### config.mk
export PLATFORM = sky130hd
export DESIGN_NAME = rtcev_core
export DESIGN_NICKNAME = d
export VERILOG_FILES = /design/src/rtcev_pkg.sv /design/src/rtcev_tag_gen.sv /design/src/rtcev_core.sv
export SDC_FILE = /design/constraint.sdc
export NUM_CORES = 1
export LEC_CHECK = 0
export ABC_AREA = 1
export BUFFER_PORTS_ARGS = -buffer_cell sky130_fd_sc_hd__buf_2
export CAP_MARGIN = 10
export CORE_MARGIN = 10
export CORE_UTILIZATION = 55
export CTS_CLUSTER_DIAMETER = 80
export DETAILED_ROUTE_END_ITERATION = 10
export GPL_ROUTABILITY_DRIVEN = 0
export HOLD_SLACK_MARGIN = 0.03
export PLACE_DENSITY = 0.75
export SLEW_MARGIN = 20
export SYNTH_ARGS = -nofsm -noshare
export SYNTH_HDL_FRONTEND = slang
export SYNTH_SLANG_ARGS = --single-unit
### constraint.sdc
create_clock -name core_clk -period 4.66 [get_ports core_clk]
set_input_delay 0.233 -clock core_clk [delete_from_list [all_inputs] [get_ports core_clk]]
set_output_delay 0.233 -clock core_clk [all_outputs]
set_load 0.02 [all_outputs]
### src/rtcev_pkg.sv
package rtcev_pkg;
   // Core clock and derived second period
   localparam int CLK_HZ = 25_000_000;
   localparam int SEC_PERIOD_S = 1;
   localparam int SEC_CYCLES = CLK_HZ * SEC_PERIOD_S;
   localparam int HOUR_S = 3600;
   localparam int MAX_UPDATES = 8;

   // Register indices, byte address is four times the index
   localparam logic [15:0] IDX_STAT = 16'h4011;
   localparam logic [15:0] IDX_MASK = 16'h4019;
   localparam logic [15:0] IDX_TAG = 16'h4020;
   localparam logic [15:0] IDX_TIME_HI = 16'h4021;
   localparam logic [15:0] IDX_TIME_LO = 16'h4022;
   localparam logic [15:0] IDX_ALM_HI = 16'h4023;
   localparam logic [15:0] IDX_ALM_LO = 16'h4024;
   localparam logic [15:0] IDX_CTRL = 16'h4025;
   localparam logic [15:0] IDX_BKUP = 16'h4030;
   localparam logic [15:0] IDX_SCRATCH = 16'h4031;

   // Field positions
   localparam int STAT_PER_BIT = 3;
   localparam int STAT_ALM_BIT = 2;
   localparam int CTRL_SEL_LSB = 4;
   localparam int CTRL_SEL_W = 3;
   localparam int CTRL_ALMENA_BIT = 10;
   localparam int CTRL_BUSY_BIT = 14;
   localparam int CTRL_VALID_BIT = 15;
   localparam int BKUP_KEEP_BIT = 0;

   // Reset values
   localparam logic [15:0] TAG_RST = 16'h0000;
   localparam logic [15:0] SCRATCH_RST = 16'h0000;
   localparam logic [31:0] TIME_RST = 32'h0000_0000;
   localparam logic MASK_BIT_RST = 1'b1;
   localparam logic KEEP_RST = 1'b1;
   localparam logic [CTRL_SEL_W-1:0] SEL_RST = 3'h0;
   // Arbitrary nonzero seed for the random tag source
   localparam logic [15:0] TAG_SEED = 16'hace1;
   localparam logic [15:0] TAG_TAPS = 16'hb400;

   localparam logic [1:0] RESP_OKAY = 2'h0;
   localparam logic [1:0] RESP_SLVERR = 2'h2;

   typedef struct packed {
      logic per;
      logic alm;
   } rtcev_evt_t;

   typedef struct packed {
      logic valid;
      logic alm_ena;
      logic [CTRL_SEL_W-1:0] sel;
   } rtcev_ctrl_t;
endpackage

### src/rtcev_tag_gen.sv
`timescale 1ns/100ps
module rtcev_tag_gen #(
   parameter int W = 16,
   parameter logic [W-1:0] SEED = rtcev_pkg::TAG_SEED,
   parameter logic [W-1:0] TAPS = rtcev_pkg::TAG_TAPS
) (
   // Clock and reset
   input wire logic core_clk,
   input wire logic nrst,
   input wire logic clk_en,
   // Tag candidate
   input wire logic [W-1:0] cur_tag,
   output logic [W-1:0] tag_new
);
   import rtcev_pkg::*;

   logic [W-1:0] lfsr_r;
   logic [W-1:0] lfsr_nxt;

   generate
      if (W < 2 || SEED == '0)
      begin : g_bad
         $error("tag width below 2 or zero seed");
      end
   endgenerate

   // Free-running, so the value taken depends on write timing
   always_comb
   begin
      lfsr_nxt = lfsr_r;
      if (clk_en)
      begin
         lfsr_nxt = {1'b0, lfsr_r[W-1:1]} ^ (lfsr_r[0] ? TAPS : '0);
      end
   end

   always_ff @(posedge core_clk or negedge nrst)
   begin
      if (!nrst)
         lfsr_r <= SEED;
      else
         lfsr_r <= lfsr_nxt;
   end

   assign tag_new = (lfsr_r == cur_tag) ? ~lfsr_r : lfsr_r;
endmodule

### src/rtcev_core.sv
// Overview of operation
// - Periodic flag sets each time the selected interval elapses.
// - Alarm flag sets when the alarm condition fires.
// - Either unmasked flag drives the primary clock interrupt.
// - Periodic flag is status bit 3, alarm bit 2, rising-edge set.
// - Writing one clears a flag, zero leaves it.
// - Mask bits 3 and 2 gate flags; one masks; reset to one.
// - Interval code 0 disables; codes 1..7 give 2s to 128s.
// - Interval field is control bits 6:4, reset zero.
// - Write tag resets to zero.
// - Write tag updates on every accepted write to either counter half.
// - New tag is random, tag itself not writable.
// - At most eight counter updates per hour, extras silently ignored.
// - Backup resets flags, masks, interval and alarm enable; keeps counter, oscillator, scratch.
// - Keep bit zero stops the clock in backup; counter held.
// - 32-bit seconds counter increments once per second.
// - Enabled alarm fires when counter equals alarm time.
//
// Design decision made here: the AXI4-Lite interface to the registers.
`timescale 1ns/100ps
module rtcev_core #(
   parameter int SEC_CYCLES = rtcev_pkg::SEC_CYCLES
) (
   // Clock and reset
   input wire logic core_clk,
   input wire logic nrst,
   input wire logic clk_en,
   // AXI4-Lite write
   input wire logic [31:0] s_axi_awaddr,
   input wire logic s_axi_awvalid,
   output logic s_axi_awready,
   input wire logic [31:0] s_axi_wdata,
   input wire logic [3:0] s_axi_wstrb,
   input wire logic s_axi_wvalid,
   output logic s_axi_wready,
   output logic [1:0] s_axi_bresp,
   output logic s_axi_bvalid,
   input wire logic s_axi_bready,
   // AXI4-Lite read
   input wire logic [31:0] s_axi_araddr,
   input wire logic s_axi_arvalid,
   output logic s_axi_arready,
   output logic [31:0] s_axi_rdata,
   output logic [1:0] s_axi_rresp,
   output logic s_axi_rvalid,
   input wire logic s_axi_rready,
   // Power state pin and interrupt
   input wire logic backup_mode,
   output logic rtc_irq,
   output rtcev_pkg::rtcev_evt_t evt_flags
);
   import rtcev_pkg::*;

   localparam int DIV_W = $clog2(SEC_CYCLES);
   localparam logic [DIV_W-1:0] DIV_LAST = DIV_W'(SEC_CYCLES - 1);
   localparam logic [11:0] WIN_LAST = 12'(HOUR_S - 1);
   localparam logic [3:0] UPD_MAX = 4'(MAX_UPDATES);

   generate
      if (SEC_CYCLES < 2)
      begin : g_bad
         $error("SEC_CYCLES must be at least 2");
      end
   endgenerate

   // Bus slave state
   logic aw_full_r, aw_full_nxt, w_full_r, w_full_nxt;
   logic [31:0] awaddr_r, awaddr_nxt, wdata_r, wdata_nxt;
   logic [3:0] wstrb_r, wstrb_nxt;
   logic bvalid_r, bvalid_nxt, rvalid_r, rvalid_nxt;
   logic [1:0] bresp_r, bresp_nxt, rresp_r, rresp_nxt;
   logic [31:0] rdata_r, rdata_nxt;
   logic wr_go, ar_fire, wr_hit, rd_hit;
   logic [15:0] wr_idx, rd_idx, rd_val;

   // Clock state
   logic [DIV_W-1:0] div_r, div_nxt;
   logic [31:0] cnt_r, cnt_nxt, alm_r, alm_nxt, per_mask;
   rtcev_evt_t stat_r, stat_nxt, mask_r, mask_nxt, clr;
   rtcev_ctrl_t ctrl_r, ctrl_nxt;
   logic [15:0] tag_r, tag_nxt, tag_new, scratch_r, scratch_nxt;
   logic keep_r, keep_nxt, busy_r, busy_nxt, irq_r, irq_nxt;
   logic match_q_r, match_q_nxt, match;
   logic [11:0] win_r, win_nxt;
   logic [3:0] upd_r, upd_nxt;
   logic bkup_m_r, bkup_s_r;
   logic run, sec_tick, per_pulse, alm_pulse, time_wr, upd_acc;

   function automatic logic [15:0] merge16(input logic [15:0] old,
      input logic [31:0] d, input logic [3:0] s);
      merge16 = {s[1] ? d[15:8] : old[15:8], s[0] ? d[7:0] : old[7:0]};
   endfunction

   assign s_axi_awready = clk_en && !aw_full_r && !bvalid_r;
   assign s_axi_wready = clk_en && !w_full_r && !bvalid_r;
   assign s_axi_arready = clk_en && !rvalid_r;
   assign s_axi_bvalid = bvalid_r;
   assign s_axi_bresp = bresp_r;
   assign s_axi_rvalid = rvalid_r;
   assign s_axi_rresp = rresp_r;
   assign s_axi_rdata = rdata_r;
   assign rtc_irq = irq_r;
   assign evt_flags = stat_r;

   assign wr_go = clk_en && aw_full_r && w_full_r && !bvalid_r;
   assign ar_fire = s_axi_arvalid && s_axi_arready;
   assign wr_idx = awaddr_r[17:2];
   assign rd_idx = s_axi_araddr[17:2];

   function automatic logic idx_ok(input logic [31:0] a);
      logic [15:0] i;
      i = a[17:2];
      idx_ok = (a[31:18] == '0) && (a[1:0] == '0) &&
         (i == IDX_STAT || i == IDX_MASK || i == IDX_TAG ||
          i == IDX_TIME_HI || i == IDX_TIME_LO || i == IDX_ALM_HI ||
          i == IDX_ALM_LO || i == IDX_CTRL || i == IDX_BKUP ||
          i == IDX_SCRATCH);
   endfunction

   assign wr_hit = idx_ok(awaddr_r);
   assign rd_hit = idx_ok(s_axi_araddr);

   // Read value of the addressed register
   always_comb
   begin
      rd_val = '0;
      case (rd_idx)
         IDX_STAT: rd_val[STAT_PER_BIT:STAT_ALM_BIT] = stat_r;
         IDX_MASK: rd_val[STAT_PER_BIT:STAT_ALM_BIT] = mask_r;
         IDX_TAG: rd_val = tag_r;
         IDX_TIME_HI: rd_val = cnt_r[31:16];
         IDX_TIME_LO: rd_val = cnt_r[15:0];
         IDX_ALM_HI: rd_val = alm_r[31:16];
         IDX_ALM_LO: rd_val = alm_r[15:0];
         IDX_CTRL:
         begin
            rd_val[CTRL_VALID_BIT] = ctrl_r.valid;
            rd_val[CTRL_BUSY_BIT] = busy_r;
            rd_val[CTRL_ALMENA_BIT] = ctrl_r.alm_ena;
            rd_val[CTRL_SEL_LSB+:CTRL_SEL_W] = ctrl_r.sel;
         end
         IDX_BKUP: rd_val[BKUP_KEEP_BIT] = keep_r;
         IDX_SCRATCH: rd_val = scratch_r;
         default: rd_val = '0;
      endcase
   end

   // Bus slave next state
   always_comb
   begin
      aw_full_nxt = aw_full_r;
      w_full_nxt = w_full_r;
      awaddr_nxt = awaddr_r;
      wdata_nxt = wdata_r;
      wstrb_nxt = wstrb_r;
      bvalid_nxt = bvalid_r;
      bresp_nxt = bresp_r;
      rvalid_nxt = rvalid_r;
      rresp_nxt = rresp_r;
      rdata_nxt = rdata_r;
      if (clk_en)
      begin
         if (s_axi_awvalid && s_axi_awready)
         begin
            aw_full_nxt = 1'b1;
            awaddr_nxt = s_axi_awaddr;
         end
         if (s_axi_wvalid && s_axi_wready)
         begin
            w_full_nxt = 1'b1;
            wdata_nxt = s_axi_wdata;
            wstrb_nxt = s_axi_wstrb;
         end
         if (wr_go)
         begin
            aw_full_nxt = 1'b0;
            w_full_nxt = 1'b0;
            bvalid_nxt = 1'b1;
            bresp_nxt = wr_hit ? RESP_OKAY : RESP_SLVERR;
         end
         else if (bvalid_r && s_axi_bready)
            bvalid_nxt = 1'b0;
         if (ar_fire)
         begin
            rvalid_nxt = 1'b1;
            rresp_nxt = rd_hit ? RESP_OKAY : RESP_SLVERR;
            rdata_nxt = rd_hit ? {16'h0000, rd_val} : 32'h0000_0000;
         end
         else if (rvalid_r && s_axi_rready)
            rvalid_nxt = 1'b0;
      end
   end

   always_ff @(posedge core_clk or negedge nrst)
   begin
      if (!nrst)
      begin
         aw_full_r <= 1'b0;
         w_full_r <= 1'b0;
         awaddr_r <= '0;
         wdata_r <= '0;
         wstrb_r <= '0;
         bvalid_r <= 1'b0;
         bresp_r <= RESP_OKAY;
         rvalid_r <= 1'b0;
         rresp_r <= RESP_OKAY;
         rdata_r <= '0;
      end
      else
      begin
         aw_full_r <= aw_full_nxt;
         w_full_r <= w_full_nxt;
         awaddr_r <= awaddr_nxt;
         wdata_r <= wdata_nxt;
         wstrb_r <= wstrb_nxt;
         bvalid_r <= bvalid_nxt;
         bresp_r <= bresp_nxt;
         rvalid_r <= rvalid_nxt;
         rresp_r <= rresp_nxt;
         rdata_r <= rdata_nxt;
      end
   end

   rtcev_tag_gen #(
      .W(16),
      .SEED(TAG_SEED),
      .TAPS(TAG_TAPS)
   ) u_tag (
      .core_clk(core_clk),
      .nrst(nrst),
      .clk_en(clk_en),
      .cur_tag(tag_r),
      .tag_new(tag_new)
   );

   // clock stops in backup without keep
   assign run = clk_en && !(bkup_s_r && !keep_r);
   assign sec_tick = run && (div_r == DIV_LAST);
   assign per_mask = ~({32{1'b1}} << ctrl_r.sel);
   assign match = ctrl_r.alm_ena && (cnt_r == alm_r);
   assign alm_pulse = clk_en && match && !match_q_r;
   assign time_wr = wr_go && wr_hit &&
      (wr_idx == IDX_TIME_HI || wr_idx == IDX_TIME_LO);
   assign upd_acc = time_wr && (upd_r < UPD_MAX);

   // Clock state next values
   always_comb
   begin
      div_nxt = div_r;
      cnt_nxt = cnt_r;
      alm_nxt = alm_r;
      stat_nxt = stat_r;
      mask_nxt = mask_r;
      ctrl_nxt = ctrl_r;
      tag_nxt = tag_r;
      scratch_nxt = scratch_r;
      keep_nxt = keep_r;
      busy_nxt = busy_r;
      match_q_nxt = match_q_r;
      win_nxt = win_r;
      upd_nxt = upd_r;
      per_pulse = 1'b0;
      clr = '0;
      if (clk_en)
      begin
         busy_nxt = upd_acc;
         match_q_nxt = match;
         if (run)
            div_nxt = sec_tick ? '0 : div_r + 1'b1;
         if (sec_tick)
         begin
            cnt_nxt = cnt_r + 1'b1;
            per_pulse = (ctrl_r.sel != '0) && ((cnt_nxt & per_mask) == '0);
            if (upd_r != '0)
            begin
               win_nxt = (win_r == WIN_LAST) ? '0 : win_r + 1'b1;
               if (win_r == WIN_LAST)
                  upd_nxt = '0;
            end
         end
         if (upd_acc)
         begin
            upd_nxt = upd_r + 1'b1;
            ctrl_nxt.valid = 1'b1;
            // random tag on each accepted update
            tag_nxt = tag_new;
            if (wr_idx == IDX_TIME_HI)
               cnt_nxt[31:16] = merge16(cnt_r[31:16], wdata_r, wstrb_r);
            else
               cnt_nxt[15:0] = merge16(cnt_r[15:0], wdata_r, wstrb_r);
         end
         if (wr_go && wr_hit)
         begin
            case (wr_idx)
               IDX_STAT:
               begin
                  if (wstrb_r[0])
                     clr = wdata_r[STAT_PER_BIT:STAT_ALM_BIT];
               end
               IDX_MASK:
               begin
                  if (wstrb_r[0])
                     mask_nxt = wdata_r[STAT_PER_BIT:STAT_ALM_BIT];
               end
               IDX_ALM_HI:
                  alm_nxt[31:16] = merge16(alm_r[31:16], wdata_r, wstrb_r);
               IDX_ALM_LO:
                  alm_nxt[15:0] = merge16(alm_r[15:0], wdata_r, wstrb_r);
               IDX_CTRL:
               begin
                  if (wstrb_r[0])
                     ctrl_nxt.sel = wdata_r[CTRL_SEL_LSB+:CTRL_SEL_W];
                  if (wstrb_r[1])
                     ctrl_nxt.alm_ena = wdata_r[CTRL_ALMENA_BIT];
               end
               IDX_BKUP:
               begin
                  if (wstrb_r[0])
                     keep_nxt = wdata_r[BKUP_KEEP_BIT];
               end
               IDX_SCRATCH: scratch_nxt = merge16(scratch_r, wdata_r, wstrb_r);
               default: scratch_nxt = scratch_r;
            endcase
         end
         stat_nxt.per = (stat_r.per && !clr.per) || per_pulse;
         stat_nxt.alm = (stat_r.alm && !clr.alm) || alm_pulse;
         // backup resets only the flags, masks, interval select and alarm enable
         if (bkup_s_r)
         begin
            stat_nxt = '0;
            mask_nxt = {MASK_BIT_RST, MASK_BIT_RST};
            ctrl_nxt.sel = SEL_RST;
            ctrl_nxt.alm_ena = 1'b0;
         end
      end
      irq_nxt = |(stat_nxt & ~mask_nxt);
   end

   always_ff @(posedge core_clk or negedge nrst)
   begin
      if (!nrst)
      begin
         div_r <= '0;
         cnt_r <= TIME_RST;
         alm_r <= TIME_RST;
         stat_r <= '0;
         mask_r <= {MASK_BIT_RST, MASK_BIT_RST};
         ctrl_r <= '{valid: 1'b0, alm_ena: 1'b0, sel: SEL_RST};
         tag_r <= TAG_RST;
         scratch_r <= SCRATCH_RST;
         keep_r <= KEEP_RST;
         busy_r <= 1'b0;
         irq_r <= 1'b0;
         match_q_r <= 1'b0;
         win_r <= '0;
         upd_r <= '0;
         bkup_m_r <= 1'b0;
         bkup_s_r <= 1'b0;
      end
      else
      begin
         div_r <= div_nxt;
         cnt_r <= cnt_nxt;
         alm_r <= alm_nxt;
         stat_r <= stat_nxt;
         mask_r <= mask_nxt;
         ctrl_r <= ctrl_nxt;
         tag_r <= tag_nxt;
         scratch_r <= scratch_nxt;
         keep_r <= keep_nxt;
         busy_r <= busy_nxt;
         irq_r <= irq_nxt;
         match_q_r <= match_q_nxt;
         win_r <= win_nxt;
         upd_r <= upd_nxt;
         if (clk_en)
         begin
            bkup_m_r <= backup_mode;
            bkup_s_r <= bkup_m_r;
         end
      end
   end
endmodule

## After elaboration in Yosys (flattened, before gate mapping)

Cells that the tools add are included.

- Register bits: 258
- Bits in latches: 0
- Memory bits (writable): 0
- Bits in read-only memories: 0
- Input port bits: 109
- Output and inout port bits: 44
- Memories: 0

- Add/subtract/negate cells: 4
- Multiply operators: 0
- Divide/modulo/power cells: 0
- $lt $le $gt $ge: 1
- Equality and inequality tests: 28
- Shift-type cells: 1
- Muxes and demuxes: 51
- Bitwise gates (word level): 6
- Reduce and logical (&&, ||, !) cells: 103

Operators with widths:

| operator | number |
|---|---|
| $eq A16 B15 Y1 const B | 20 |
| $mux W16 | 5 |
| $mux W32 | 2 |
| $reduce_and A4 Y1 | 10 |
| $pmux W3 S6 | 2 |
| $add A32 B1 Y32 const B | 1 |
| $and A32 B32 Y32 | 1 |
| $eq A32 B32 Y1 | 1 |
| $logic_not A32 Y1 | 1 |
| $not A32 Y32 | 1 |
| $shl A32 B3 Y32 const A | 1 |
| $logic_and A1 B1 Y1 | 29 |
| $logic_not A14 Y1 | 2 |
| $mux W4 | 7 |
| $reduce_and A2 Y1 | 14 |
| $mux W2 | 13 |
| $add A25 B1 Y25 const B | 1 |
| $eq A25 B25 Y1 const B | 1 |
| $mux W25 | 1 |
| $reduce_bool A2 Y1 | 11 |
| $logic_or A1 B1 Y1 | 21 |
| $pmux W3 S7 | 1 |
| $eq A16 B16 Y1 | 1 |
| $mux W8 | 2 |
| other kinds (23) | 45 |

## Depth between registers and ports, before layout

Gate-level depths: netlist of run 1.

- Word-level depth: 21
- Depth in mapped cells: 17

## Modules after synthesis

From an unflattened synthesis of run 1, not the netlist that was laid out.

- Cells, all modules: 2052
- Area, all modules: 14515.2 um^2

Modules (own cells, without submodules):

| module | times used | cells each | area an instance (um^2) | sequential area each (um^2) |
|---|---|---|---|---|
| rtcev_core | 1 | 1850 | 13276.5 | 5609.1 |
| rtcev_tag_gen | 1 | 202 | 1238.7 | 410.4 |

## Worst setup path before layout of run 1

Ideal clock, no wire load.

- Path type: register to register
- From: register bvalid_r, in the netlist s_axi_bvalid
- To: register awaddr_r[20]
- Data arrival time: 1.976 ns
- Path slack: 2.551 ns
- Cell stages (with the launch flop): 8
- Buffers on the path: 2
- Period minus slack after synthesis: 2.109 ns
- Cells stage by stage: dfrtp_1 -> or2_1 -> nor2_1 -> nand2_1 -> inv_1 -> buf_2 -> buf_1 -> o21ai_0

- Cells in the longest elaborated chain, start to end: 4

RTL lines:

| item | RTL line | RTL |
|---|---|---|
| from (decl) | rtcev_core.sv:70 | `logic bvalid_r, bvalid_nxt, rvalid_r, rvalid_nxt;` |
| from (signal assigned) | rtcev_core.sv:216 | `bvalid_r <= bvalid_nxt;` |
| $logic_not A1 Y1 | rtcev_core.sv:94 | `assign s_axi_awready = clk_en && !aw_full_r && !bvalid_r;` |
| $logic_and A1 B1 Y1 | rtcev_core.sv:94 |  |
| net s_axi_awready | rtcev_core.sv:31 | `output logic s_axi_awready,` |
| $logic_and A1 B1 Y1 | rtcev_core.sv:163 | `if (s_axi_awvalid && s_axi_awready)` |
| $reduce_and A2 Y1 (no source line) | - |  |
| to (signal assigned) | rtcev_core.sv:213 | `awaddr_r <= awaddr_nxt;` |
| to (decl) | rtcev_core.sv:68 | `logic [31:0] awaddr_r, awaddr_nxt, wdata_r, wdata_nxt;` |

The timed path passes the listed nets, and every way through them passes these cells.
A chain may end at the register's enable or synchronous reset.

## Worst setup path in the final report of run 1

- From: register awaddr_r[9]
- To: register cnt_r[0]

- Cells in the longest elaborated chain, start to end: 16
- Elaborated cells on any way between the ends: 28

RTL lines:

| item | RTL line | RTL |
|---|---|---|
| $eq A16 B15 Y1 | rtcev_core.sv:114 | `(i == IDX_STAT \|\| i == IDX_MASK \|\| i == IDX_TAG \|\|` |
| $logic_or A1 B1 Y1 (3 in a row) | rtcev_core.sv:114 |  |
| $logic_or A1 B1 Y1 (3 in a row) | rtcev_core.sv:115 | `i == IDX_TIME_HI \|\| i == IDX_TIME_LO \|\| i == IDX_ALM_HI \|\|` |
| $logic_or A1 B1 Y1 (3 in a row) | rtcev_core.sv:116 | `i == IDX_ALM_LO \|\| i == IDX_CTRL \|\| i == IDX_BKUP \|\|` |
| $logic_and A1 B1 Y1 | rtcev_core.sv:113 | `idx_ok = (a[31:18] == '0) && (a[1:0] == '0) &&` |
| $logic_and A1 B1 Y1 (2 in a row) | rtcev_core.sv:242 | `assign time_wr = wr_go && wr_hit &&` |
| $logic_and A1 B1 Y1 | rtcev_core.sv:244 | `assign upd_acc = time_wr && (upd_r < UPD_MAX);` |
| $ne A3 B2 Y1 (no source line) | - |  |
| $reduce_and A2 Y1 (no source line) | - |  |
| to (signal assigned) | rtcev_core.sv:363 | `cnt_r <= cnt_nxt;` |
| to (decl) | rtcev_core.sv:78 | `logic [31:0] cnt_r, cnt_nxt, alm_r, alm_nxt, per_mask;` |

Several ways; a longest one is shown, not always the timed one.

==> summary.txt, run 1 <==
Status
  – Status: completed

Timing
  – Final setup violation count: 0
  – Final Cycle Share: 66.9%
  – RSZ-0062 raised after global routing: no
  – Min Tclk post-route: 3.12 ns
  – Slew Viols, Final: 0
  – Hold WS: 0.0335 ns
  – Final Hold Fails: 0
  – Clk_skew: 0.0118 ns
  – Worst-Margin Slew: around 1.1 ns
  – Normalized max-slew margin: 28.9%
  – F_max: 321 MHz
  – TNS Setup: 0 ns

Worst hold path
  – HP Start: s_axi_araddr[0]
  – Worst hold path type: in -> reg
  – WHS Path Cells: 4

CTS
  – Clock transition at path regs: 0.06 ns
  – CTS tree: yes
  – Sink Count: between 200 and 250
  – CTS root buf: clkbuf_16
  – Setup Buffers After CTS: 0
  – Total CTS buffers: 27
  – CTS max path bufs: 3
  – H-tree level count: 1
  – Clock Latency Late Sink: roughly 0.54 ns

Worst setup path
  – Crit path capture type: flip-flop
  – Setup crit start kind: flip-flop
  – WP data arrival: approximately 3.6 ns
  – RR Startpoint: awaddr_r[9]$_DFFE_PN0P_
  – Required @ worst endpoint: 5.13 ns
  – End of the critical path: cnt_r[0]$_DFFE_PN0P_
  – R2r worst-path depth: 12
  – Crit. Startpoint: awaddr_r[9]$_DFFE_PN0P_
  – Reg2Reg Setup Slack: 1.54 ns
  – Worst R2R End: cnt_r[0]$_DFFE_PN0P_
  – Critical path class: reg -> reg
  – Critical path peak fanout: 35

Route
  – Total Wirelength: 43200 um
  – Pre-antenna DRT Iters: 6
  – Post-route antenna net violation count: 0
  – Via/cell ratio: 5.60
  – DR vias: 14.3k
  – Iter 0 DRT Violations: around 1.5k
  – WL/cell: about 17 um
  – DRC viols: 0

Floorplan
  – Core Rows: 59
  – DIE AREA: 0.0331 mm^2
  – Initial Utilization: approximately 56%
  – Ports: ~150
  – Die Width: 182 um
  – Chip height: 182 um
  – Core ar.: 0.0259 mm^2

Final layout
  – Fin util: 64.2%
  – Final nets: 2318
  – Area delta synth->final: 15.2%
  – Area of the multi-input gates: 0.00726 mm^2
  – Share of layout cells above drive strength 1: a little over 10%
  – Area occupied by registers: 0.00602 mm^2
  – Filler cell count in the final layout: approximately 2.2k
  – Final non-filler cell area: 0.0166 mm^2

Placement
  – Placed cell area: between 0.015 and 0.02 mm^2
  – Hpwl dp: approximately 30000 um
  – IO buf count: ~120

GRT
  – Largest net degree at the start of global routing: just over 100
  – Vias in the first global route: 14.0k
  – Tot GR Track Use: 25.6%
  – Initial antenna violation count: 2
  – First-pass GRT wire length: 71100 um
  – GR Overflow Total: 0

Yosys
  – Cell Area, Synth: 0.0144 mm^2
  – Top cells by area, synth: dfrtp_1 40%, nand2_1 18%, nor2_1 6.0%
  – Post-synthesis cell type count: 49
  – EDFF count, synth: 0
  – Syn Area/Cell: approximately 7 um^2
  – Top-count cell post-synth: nand2_1
  – Syn. warnings: 0
  – #FFs+latches synth: 240
  – Post-synthesis sequential area ratio: 41.7%
  – Cells after synthesis: 2065
  – Synth async-reset ratio: 100%
  – Most frequent cells after synthesis: 711 x nand2_1, 229 x dfrtp_1, 229 x nor2_1, 201 x inv_1, 144 x nand3_1
  – Dominant cell type by area after synthesis: dfrtp_1
  – Synth top area share: 39.7%
  – Top FF cell, synth: dfrtp_1

Power and ir drop
  – Total power: 0.00673 W
  – Max rail drop VDD: about 0.39 mV
  – P_leak: about 8.5 nW
  – Cell area power density: about 400 mW/mm^2

Run
  – Max-cap violations: 0
[through the flow]
step	setup slack, ns	cells
2_1_floorplan	2.55	2082
3_3_place_gp	1.66	2455
3_5_place_dp	1.58	2455
4_1_cts	1.58	2559
5_1_grt	1.26	2561
6_report	1.54	2561
[how the worst min path moves through the flow]
stage | to | slack (ns)
after global placement | win_r[10]$_DFFE_PN0P_ | 0.33
after global routing | s_axi_rdata[6]$_DFFE_PN0P_ | 0.06
after CTS | s_axi_rdata[4]$_DFFE_PN0P_ | 0.03
final | s_axi_rdata[4]$_DFFE_PN0P_ | 0.03
after floorplan | alm_r[0]$_DFFE_PN0P_ | -0.06
after detailed placement | win_r[10]$_DFFE_PN0P_ | 0.33
[state kept, by name, summed over array words and instances (netlist names), 25 cells and up]
name / flops
alm_r: 32
awaddr_r: 32
cnt_r: 32
div_r: 25
[layout make-up]
cell class / count / area share [%]
Multi-Input combinational cell: 1548 / 43.6
Sequential cell: 240 / 36.2
Timing Repair Buffer: 181 / 7.31
Inverter: 206 / 4.68
Clock buffer: 37 / 4.65
Tap cell: 335 / 2.52
Clock inverter: 12 / 0.993
Antenna cell: 2 / 0.0301
[cell usage in the layout (no fill, tap or decap), types with 6 or more instances in the layout]
| master | instances |
|---|---|
| nand2_1 | 709 |
| nor2_1 | 229 |
| dfrtp_1 | 229 |
| inv_1 | 200 |
| nand3_1 | 144 |
| buf_2 | 115 |
| o21ai_0 | 91 |
| a21oi_1 | 83 |
| dlygate4sd3_1 | 55 |
| xor2_1 | 47 |
| nor3_1 | 36 |
| o22ai_1 | 29 |
| clkbuf_16 | 27 |
| xnor2_1 | 25 |
| nand4_1 | 22 |
| conb_1 | 18 |
| a22oi_1 | 16 |
| mux2_2 | 15 |
| nand3b_1 | 12 |
| nor4_1 | 11 |
| dfstp_2 | 11 |
| buf_4 | 10 |
| o211ai_1 | 8 |
| o21ai_1 | 7 |
| nor2_2 | 6 |
| nand2_2 | 6 |
| clkinv_2 | 6 |
| clkbuf_8 | 6 |
[per-layer routing]
metal  part of all wire (%)  GRT usage, %  wire [um]  vias up
li1                       -             -          -     6837
met3                    8.9          4.87       3840      126
met4                    3.3          8.75       1420        0
met1                     41          32.9      17800     6693
met5                      0             0          0        -
met2                     47          42.3      20200      684
[cell families after synthesis]
kind of cell             after synthesis  share of synthesized area, %
AO/OA/AOI/OAI                        242                          9.30
XOR/XNOR                              72                          4.37
adder cells (fa/ha/maj)                5                         0.433
buffers and inverters                294                          8.50
flip-flops                           240                          41.7
multiplexers                          15                          1.17
other                                  1                        0.0260
AND/OR/NAND/NOR                     1196                          34.5
[power by group]
part | switching [W] | internal, W | total [W]
registers | 0.000580 | 0.00246 | 0.00304
logic | 0.000880 | 0.000548 | 0.00143
clock network | 0.000882 | 0.00138 | 0.00226
[worst max-delay path, cell delays in order (launching register included)]
cell	delay [ns]
dfrtp_1	0.38
inv_1	0.07
nand2_1	0.10
nor2_2	0.22
inv_1	0.12
nor3_4	0.16
buf_4	0.33
clkinv_1	0.91
o21ai_0	0.42
nand2_1	0.09
o21ai_0	0.11
nand2_1	0.07
nand2_1	0.07
[what timing repair did]
item / CTS / global route
hold endpoints to repair: 149 / 0
hold buffers: 55 / 0
resized for setup: 0 / 0
No activity file was read; power rests on OpenSTA's default activity.
==> inputs of run 2 (changes only) <==
--- a/config.mk
+++ b/config.mk
@@ -5,7 +5,7 @@
 export SDC_FILE = /design/constraint.sdc
 export NUM_CORES = 1
 export LEC_CHECK = 0
-export ABC_AREA = 1
+export ABC_AREA = 0
 export BUFFER_PORTS_ARGS = -buffer_cell sky130_fd_sc_hd__buf_2
 export CAP_MARGIN = 10
 export CORE_MARGIN = 10
@@ -14,7 +14,7 @@
 export DETAILED_ROUTE_END_ITERATION = 10
 export GPL_ROUTABILITY_DRIVEN = 0
 export HOLD_SLACK_MARGIN = 0.03
-export PLACE_DENSITY = 0.75
+export PLACE_DENSITY = 0.76
 export SLEW_MARGIN = 20
 export SYNTH_ARGS = -nofsm -noshare
 export SYNTH_HDL_FRONTEND = slang
==> constraint.sdc (replaced) <==
create_clock -name core_clk -period 3.2 [get_ports core_clk]
set_input_delay 0.16 -clock core_clk [delete_from_list [all_inputs] [get_ports core_clk]]
set_output_delay 0.16 -clock core_clk [all_outputs]
set_load 0.02 [all_outputs]
==> summary.txt, run 2 <==
Placement
  – Placed cell area: between 0.01 and 0.015 mm^2
  – IO buf count: between 100 and 150
  – Hpwl dp: 26700 um

Timing
  – Hold WS: 0.0762 ns
  – RSZ-0062 raised after global routing: no
  – Slew Viols, Final: 0
  – Final Hold Fails: 0
  – Clk_skew: 0.0187 ns
  – Normalized max-slew margin: 28.2%
  – Final Cycle Share: 88.3%
  – Min Tclk post-route: 2.83 ns
  – TNS Setup: 0 ns
  – Worst-Margin Slew: approximately 1.1 ns
  – Final setup violation count: 0
  – F_max: approximately 350 MHz

Yosys
  – EDFF count, synth: 0
  – Syn Area/Cell: approximately 10 um^2
  – Post-synthesis sequential area ratio: a little under half
  – Syn. warnings: 0
  – Dominant cell type by area after synthesis: dfrtp_1
  – Synth async-reset ratio: 100%
  – Post-synthesis cell type count: 88
  – Cells after synthesis: 1236
  – Most frequent cells after synthesis: 229 x dfrtp_1, 115 x mux2_2, 101 x nand2_1, 75 x nor2_1, 66 x xnor2_1
  – Top FF cell, synth: dfrtp_1
  – #FFs+latches synth: 240
  – Cell Area, Synth: about 0.013 mm^2
  – Top cells by area, synth: dfrtp_1 44%, mux2_2 10%, xnor2_1 4.5%
  – Synth top area share: 44.3%
  – Top-count cell post-synth: dfrtp_1

Route
  – Total Wirelength: 38000 um
  – Post-route antenna net violation count: 0
  – Via/cell ratio: 6.23
  – Pre-antenna DRT Iters: 8
  – WL/cell: 21.8 um
  – DRC viols: 0
  – DR vias: approximately 11k
  – Iter 0 DRT Violations: 1220

Worst setup path
  – Crit path capture type: flip-flop
  – CP Cell Sequence: nor4_1 -> nand3_2 -> nor4_1 -> and3_1 -> and2_1 -> mux2_2
  – Levels on crit path: 6
  – Critical path class: reg -> reg
  – Critical path's top delay family: simple AND/OR/NAND/NOR gates
  – Setup crit start kind: flip-flop
  – Critical-path top delay cell: nor4_1
  – Required @ worst endpoint: 3.62 ns
  – R2r worst-path depth: 6
  – Slowest Stage Delay on Critical Path: 0.53 ns
  – Critical path peak fanout: 8
  – Crit path top cell by count: nor4_1
  – WP data arrival: 3.25 ns
  – RR Startpoint: awaddr_r[19]$_DFFE_PN0P_
  – Crit. Startpoint: awaddr_r[19]$_DFFE_PN0P_
  – Worst path buffer plus inverter count: 0

Floorplan
  – Initial Utilization: 55.4%
  – Core ar.: 0.0233 mm^2
  – DIE AREA: 0.0300 mm^2
  – Ports: 153
  – Die Width: 173 um
  – Chip height: roughly 170 um
  – Core Rows: 56

Final layout
  – Share of layout cells above drive strength 1: 24.9%
  – Final nets: 1522
  – Area of the multi-input gates: roughly 0.0065 mm^2
  – Area occupied by registers: 0.00602 mm^2
  – Antenna diodes: 0
  – Leading cell type in the layout, fill and taps excluded: dfrtp_1
  – Area delta synth->final: 18.4%
  – Fin util: 65.6%
  – Regs by FF count: alm_r (32), awaddr_r (32), cnt_r (32)
  – Filler cell count in the final layout: 1804
  – Final non-filler cell area: 0.0153 mm^2
  – Commonest cells after routing, fill and taps aside: 229 x dfrtp_1, 115 x mux2_2, 115 x buf_2

CTS
  – Clock Latency Late Sink: 0.55 ns
  – CTS max path bufs: 3
  – Hold Buf Count CTS: 55
  – H-tree level count: 1
  – Total CTS buffers: 27
  – CTS root buf: clkbuf_16
  – Sink Count: 240
  – Clock transition at path regs: 0.07 ns
  – CTS tree: yes
  – Setup Buffers After CTS: 0
  – # resized after CTS: 0

GRT
  – First-pass GRT wire length: 60700 um
  – Met2 Resource Use GR: roughly two fifths
  – Vias in the first global route: 10.6k
  – Tot GR Track Use: 24.7%
  – GR Overflow Total: 0
  – Initial antenna violation count: 0
  – Largest net degree at the start of global routing: 95
  – GRT Max-Usage Layer: met2
  – Met1 Usage GRT: 33.1%
  – Met3 Usage GRT: 5.90%

Power and ir drop
  – Total power: a little under 0.009 W
  – P_leak: 6.78 nW
  – Cell area power density: 582 mW/mm^2
  – Max rail drop VDD: between 0.5 and 0.6 mV

Worst hold path
  – WHS Path Cells: 4
  – HP Start: s_axi_arvalid
  – Worst hold path type: in -> reg

Status
  – Status: completed

Run
  – Max-cap violations: 0
-- run 2: logic make-up after synthesis --
family                     Yosys count  synth area share (%)
and+or+nand+nor                    420                  18.2
DFF                                240                  46.6
AOI/OAI and AO/OA                  228                  12.5
muxes                              139                  11.9
buffers and inverters              107                  3.86
xor gates and xnor gates            95                  6.44
adders and majority gates            6                 0.561
other                                1                0.0290
-- run 2: area by class of cell --
type	count	area share (%)
Multi-Input combinational cell	906	42.3
Inverter	25	0.613
Timing Repair Buffer	208	9.43
Clock buffer	39	4.90
Tap cell	319	2.61
Sequential cell	240	39.3
Clock inverter	11	0.801
-- run 2: through the flow --
stage	std cells	setup slack, ns
global placement	1643	0.524
CTS	1748	0.432
detailed placement	1643	0.462
global route	1748	0.183
floorplan	1253	0.853
finish	1748	0.373
-- run 2: path summary, 6_finish.rpt --
| check | end | slack (ns) |
|---|---|---|
| setup / recovery | alm_r[7]$_DFFE_PN0P_ | 0.37 |
| hold / removal | s_axi_rresp[1]$_DFFE_PN0P_ | 0.08 |
| setup reg to reg | alm_r[7]$_DFFE_PN0P_ | 0.37 |
| hold reg to reg | ctrl_r[4]$_DFFE_PN0P_ | 0.47 |
| max in group asynchronous | u_tag.lfsr_r[6]$_DFFE_PN1P_ | 2.03 |
| min in group asynchronous | wdata_r[8]$_DFFE_PN0P_ | 0.26 |
-- run 2: worst reg2reg max path, cell delays in order (launching register included) --
cell and delay (ns):
dfrtp_1 0.40, nor4_1 0.40, nand3_2 0.21, nor4_1 0.53, and3_1 0.27, and2_1 0.49, mux2_2 0.40
-- run 2: per-layer routing --
layer	vias up	routed length [um]
met3	90	3850
met1	5329	15500
met2	581	17600
met4	0	1060
li1	4882	-
met5	-	0
-- run 2: where the power goes --
group	internal, W	total (W)	switching, W
Combinational	0.000776	0.00146	0.000680
Clock	0.00180	0.00311	0.00131
Sequential	0.00356	0.00435	0.000784
Total	0.00614	0.00891	0.00277
==> inputs of run 3 (changes only) <==
--- a/config.mk
+++ b/config.mk
@@ -9,7 +9,7 @@
 export BUFFER_PORTS_ARGS = -buffer_cell sky130_fd_sc_hd__buf_2
 export CAP_MARGIN = 10
 export CORE_MARGIN = 10
-export CORE_UTILIZATION = 55
+export CORE_UTILIZATION = 53
 export CTS_CLUSTER_DIAMETER = 80
 export DETAILED_ROUTE_END_ITERATION = 10
 export GPL_ROUTABILITY_DRIVEN = 0
==> constraint.sdc (replaced) <==
create_clock -name core_clk -period 2.45 [get_ports core_clk]
set_input_delay 0.1225 -clock core_clk [delete_from_list [all_inputs] [get_ports core_clk]]
set_output_delay 0.1225 -clock core_clk [all_outputs]
set_load 0.02 [all_outputs]
==> summary.txt, run 3 (synthesized netlist as in run 2, its figures left out) <==
Status
  – Status: completed

Timing
  – Final Cycle Share: between 90 and 100%
  – Worst-Margin Slew: 0.809 ns
  – Normalized max-slew margin: 45.8%
  – TNS Setup: 0 ns
  – Setup ws final: just over 0.08 ns
  – F_max: 422 MHz
  – Min Tclk post-route: ~2.4 ns
  – Clk_skew: 0.0163 ns
  – Hold WS: 0.0477 ns
  – Final Hold Fails: 0
  – RSZ-0062 raised after global routing: yes
  – Slew Viols, Final: 0
  – Final setup violation count: 0

Final layout
  – Leading cell type in the layout, fill and taps excluded: dfrtp_1
  – Share of layout cells above drive strength 1: 30.4%
  – Final nets: roughly 1.6k
  – Filler cell count in the final layout: 1742
  – Commonest cells after routing, fill and taps aside: 229 x dfrtp_1, 115 x mux2_2, 115 x buf_2
  – Area delta synth->final: 25.6%
  – Regs by FF count: alm_r (32), awaddr_r (32), cnt_r (32)
  – Final non-filler cell area: 0.0162 mm^2

Power and ir drop
  – Int Pwr: ~0.0084 W
  – P_leak: 7.24 nW
  – Total power: 0.0121 W
  – Cell area power density: approximately 740 mW/mm^2
  – P_sw: 0.00374 W
  – Max rail drop VDD: 0.724 mV
  – Switch share: 30.9%
  – Clk pwr share: 35.8%
  – Sequential power share: 47.3%
  – Comb pwr share: between 10% and 20%

Route
  – DR vias: roughly 11k
  – Via/cell ratio: 6.13
  – DRC viols: 0
  – Total Wirelength: 40000 um
  – Pre-antenna DRT Iters: 7
  – WL/cell: 21.9 um
  – Iter 0 DRT Violations: 1212
  – Post-route antenna net violation count: 0

Worst setup path
  – Setup crit start kind: flip-flop
  – Required @ worst endpoint: roughly 2.9 ns
  – WP data arrival: 2.80 ns
  – Crit path capture type: flip-flop
  – Critical path peak fanout: 8
  – Critical path class: reg -> reg

Run
  – Max-cap violations: 0

Floorplan
  – Core Rows: 57
  – Initial Utilization: 53.5%
  – Ports: 153
  – Core ar.: between 0.02 and 0.025 mm^2
  – Die Width: ~180 um
  – DIE AREA: between 0.03 and 0.04 mm^2
  – Chip height: 176 um

CTS
  – Clock transition at path regs: around 0.07 ns
  – Clock Latency Late Sink: 0.55 ns
  – Sink Count: 240
  – CTS max path bufs: 3
  – H-tree level count: 1
  – CTS root buf: clkbuf_16
  – Total CTS buffers: 27
  – CTS tree: yes

Placement
  – Hpwl dp: 27700 um
  – IO buf count: between 100 and 150
  – Placed cell area: 0.0145 mm^2
  – Pre-CTS WS: 0.0444 ns

GRT
  – Met3 Usage GRT: 5.83%
  – Initial antenna violation count: 1
  – Largest net degree at the start of global routing: 66
  – Tot GR Track Use: 24.8%
  – First-pass GRT wire length: 61800 um
  – GRT Max-Usage Layer: met2
  – Vias in the first global route: 11.0k
  – Met2 Resource Use GR: 39.7%
  – GR Overflow Total: 0
  – Met1 Usage GRT: roughly 33%

Worst hold path
  – Worst hold path type: in -> reg
-- run 3: cell count changes in the layout (fill, tap and decap cells not counted), sizes merged --
cell,before,now
inv,27,26
clkbuf,39,35
dlygate4sd3,55,57
diode,0,1
bufinv,2,4
buf,153,224
clkinvlp,1,3
-- run 3: worst paths after layout --
| path | startpoint | endpoint | slack [ns] | depth (start not counted) |
|---|---|---|---|---|
| setup / recovery | awaddr_r[9]$_DFFE_PN0P_ | cnt_r[14]$_DFFE_PN0P_ | 0.08 | 7 |
| hold / removal | s_axi_araddr[28] | s_axi_rdata[3]$_DFFE_PN0P_ | 0.05 | 6 |
| setup reg to reg | awaddr_r[9]$_DFFE_PN0P_ | cnt_r[14]$_DFFE_PN0P_ | 0.08 | 7 |
| hold reg to reg | ctrl_r[4]$_DFFE_PN0P_ | ctrl_r[4]$_DFFE_PN0P_ | 0.47 | 1 |
| max in group asynchronous | nrst | u_tag.lfsr_r[11]$_DFFE_PN1P_ | 1.50 | 3 |
| min in group asynchronous | nrst | wdata_r[10]$_DFFE_PN0P_ | 0.13 | 2 |
-- run 3: layer usage --
layer  part of all wire, %  up-vias
li1                      -     5016
met1                    41     5517
met2                    47      570
met3                   9.5       92
met4                   2.7        0
met5                     0        -
-- run 3: layout make-up --
class / instances / area, um^2 / area share (%)
flip-flops and latches: 240 / 6020 / 37.1
diodes: 1 / 2.50 / 0.0154
repair buffers: 281 / 2100 / 12.9
clock inverters: 14 / 193 / 1.19
clock buffers: 35 / 766 / 4.72
inverters: 25 / 93.8 / 0.578
multi-input cells: 906 / 6650 / 41.0
well taps: 324 / 405 / 2.50
-- run 3: what timing repair did --
item / CTS / global route
resized for setup: 0 / 29
hold endpoints to repair: 132 / 0
setup buffers: 0 / 2
setup endpoints to repair: 0 / 48
hold buffers: 57 / 0
-- run 3: power groups by stage --
stage | sequential (W) | clock, W | combinational, W
after floorplan | 0.00526 | 0 | 0.00144
after global placement | 0.00563 | 0 | 0.00180
after detailed placement | 0.00568 | 0 | 0.00186
after CTS | 0.00561 | 0.00437 | 0.00195
after global routing | 0.00579 | 0.00454 | 0.00223
final | 0.00573 | 0.00433 | 0.00204
-- run 3: stage by stage --
step	instances	utilization [%]
final	1826	67.1
after global routing	1826	67.1
after CTS	1823	66.4
after detailed placement	1717	60.0
after global placement	1717	60.0
after floorplan	1253	-
-- run 3: critical path: stages, from the launching register on --
cell and delay [ns]:
dfrtp_1 0.41, nor4_4 0.41, nand4_1 0.21, nor3_1 0.22
buf_4 0.18, nand4_1 0.40, o32a_1 0.32, o21a_1 0.11
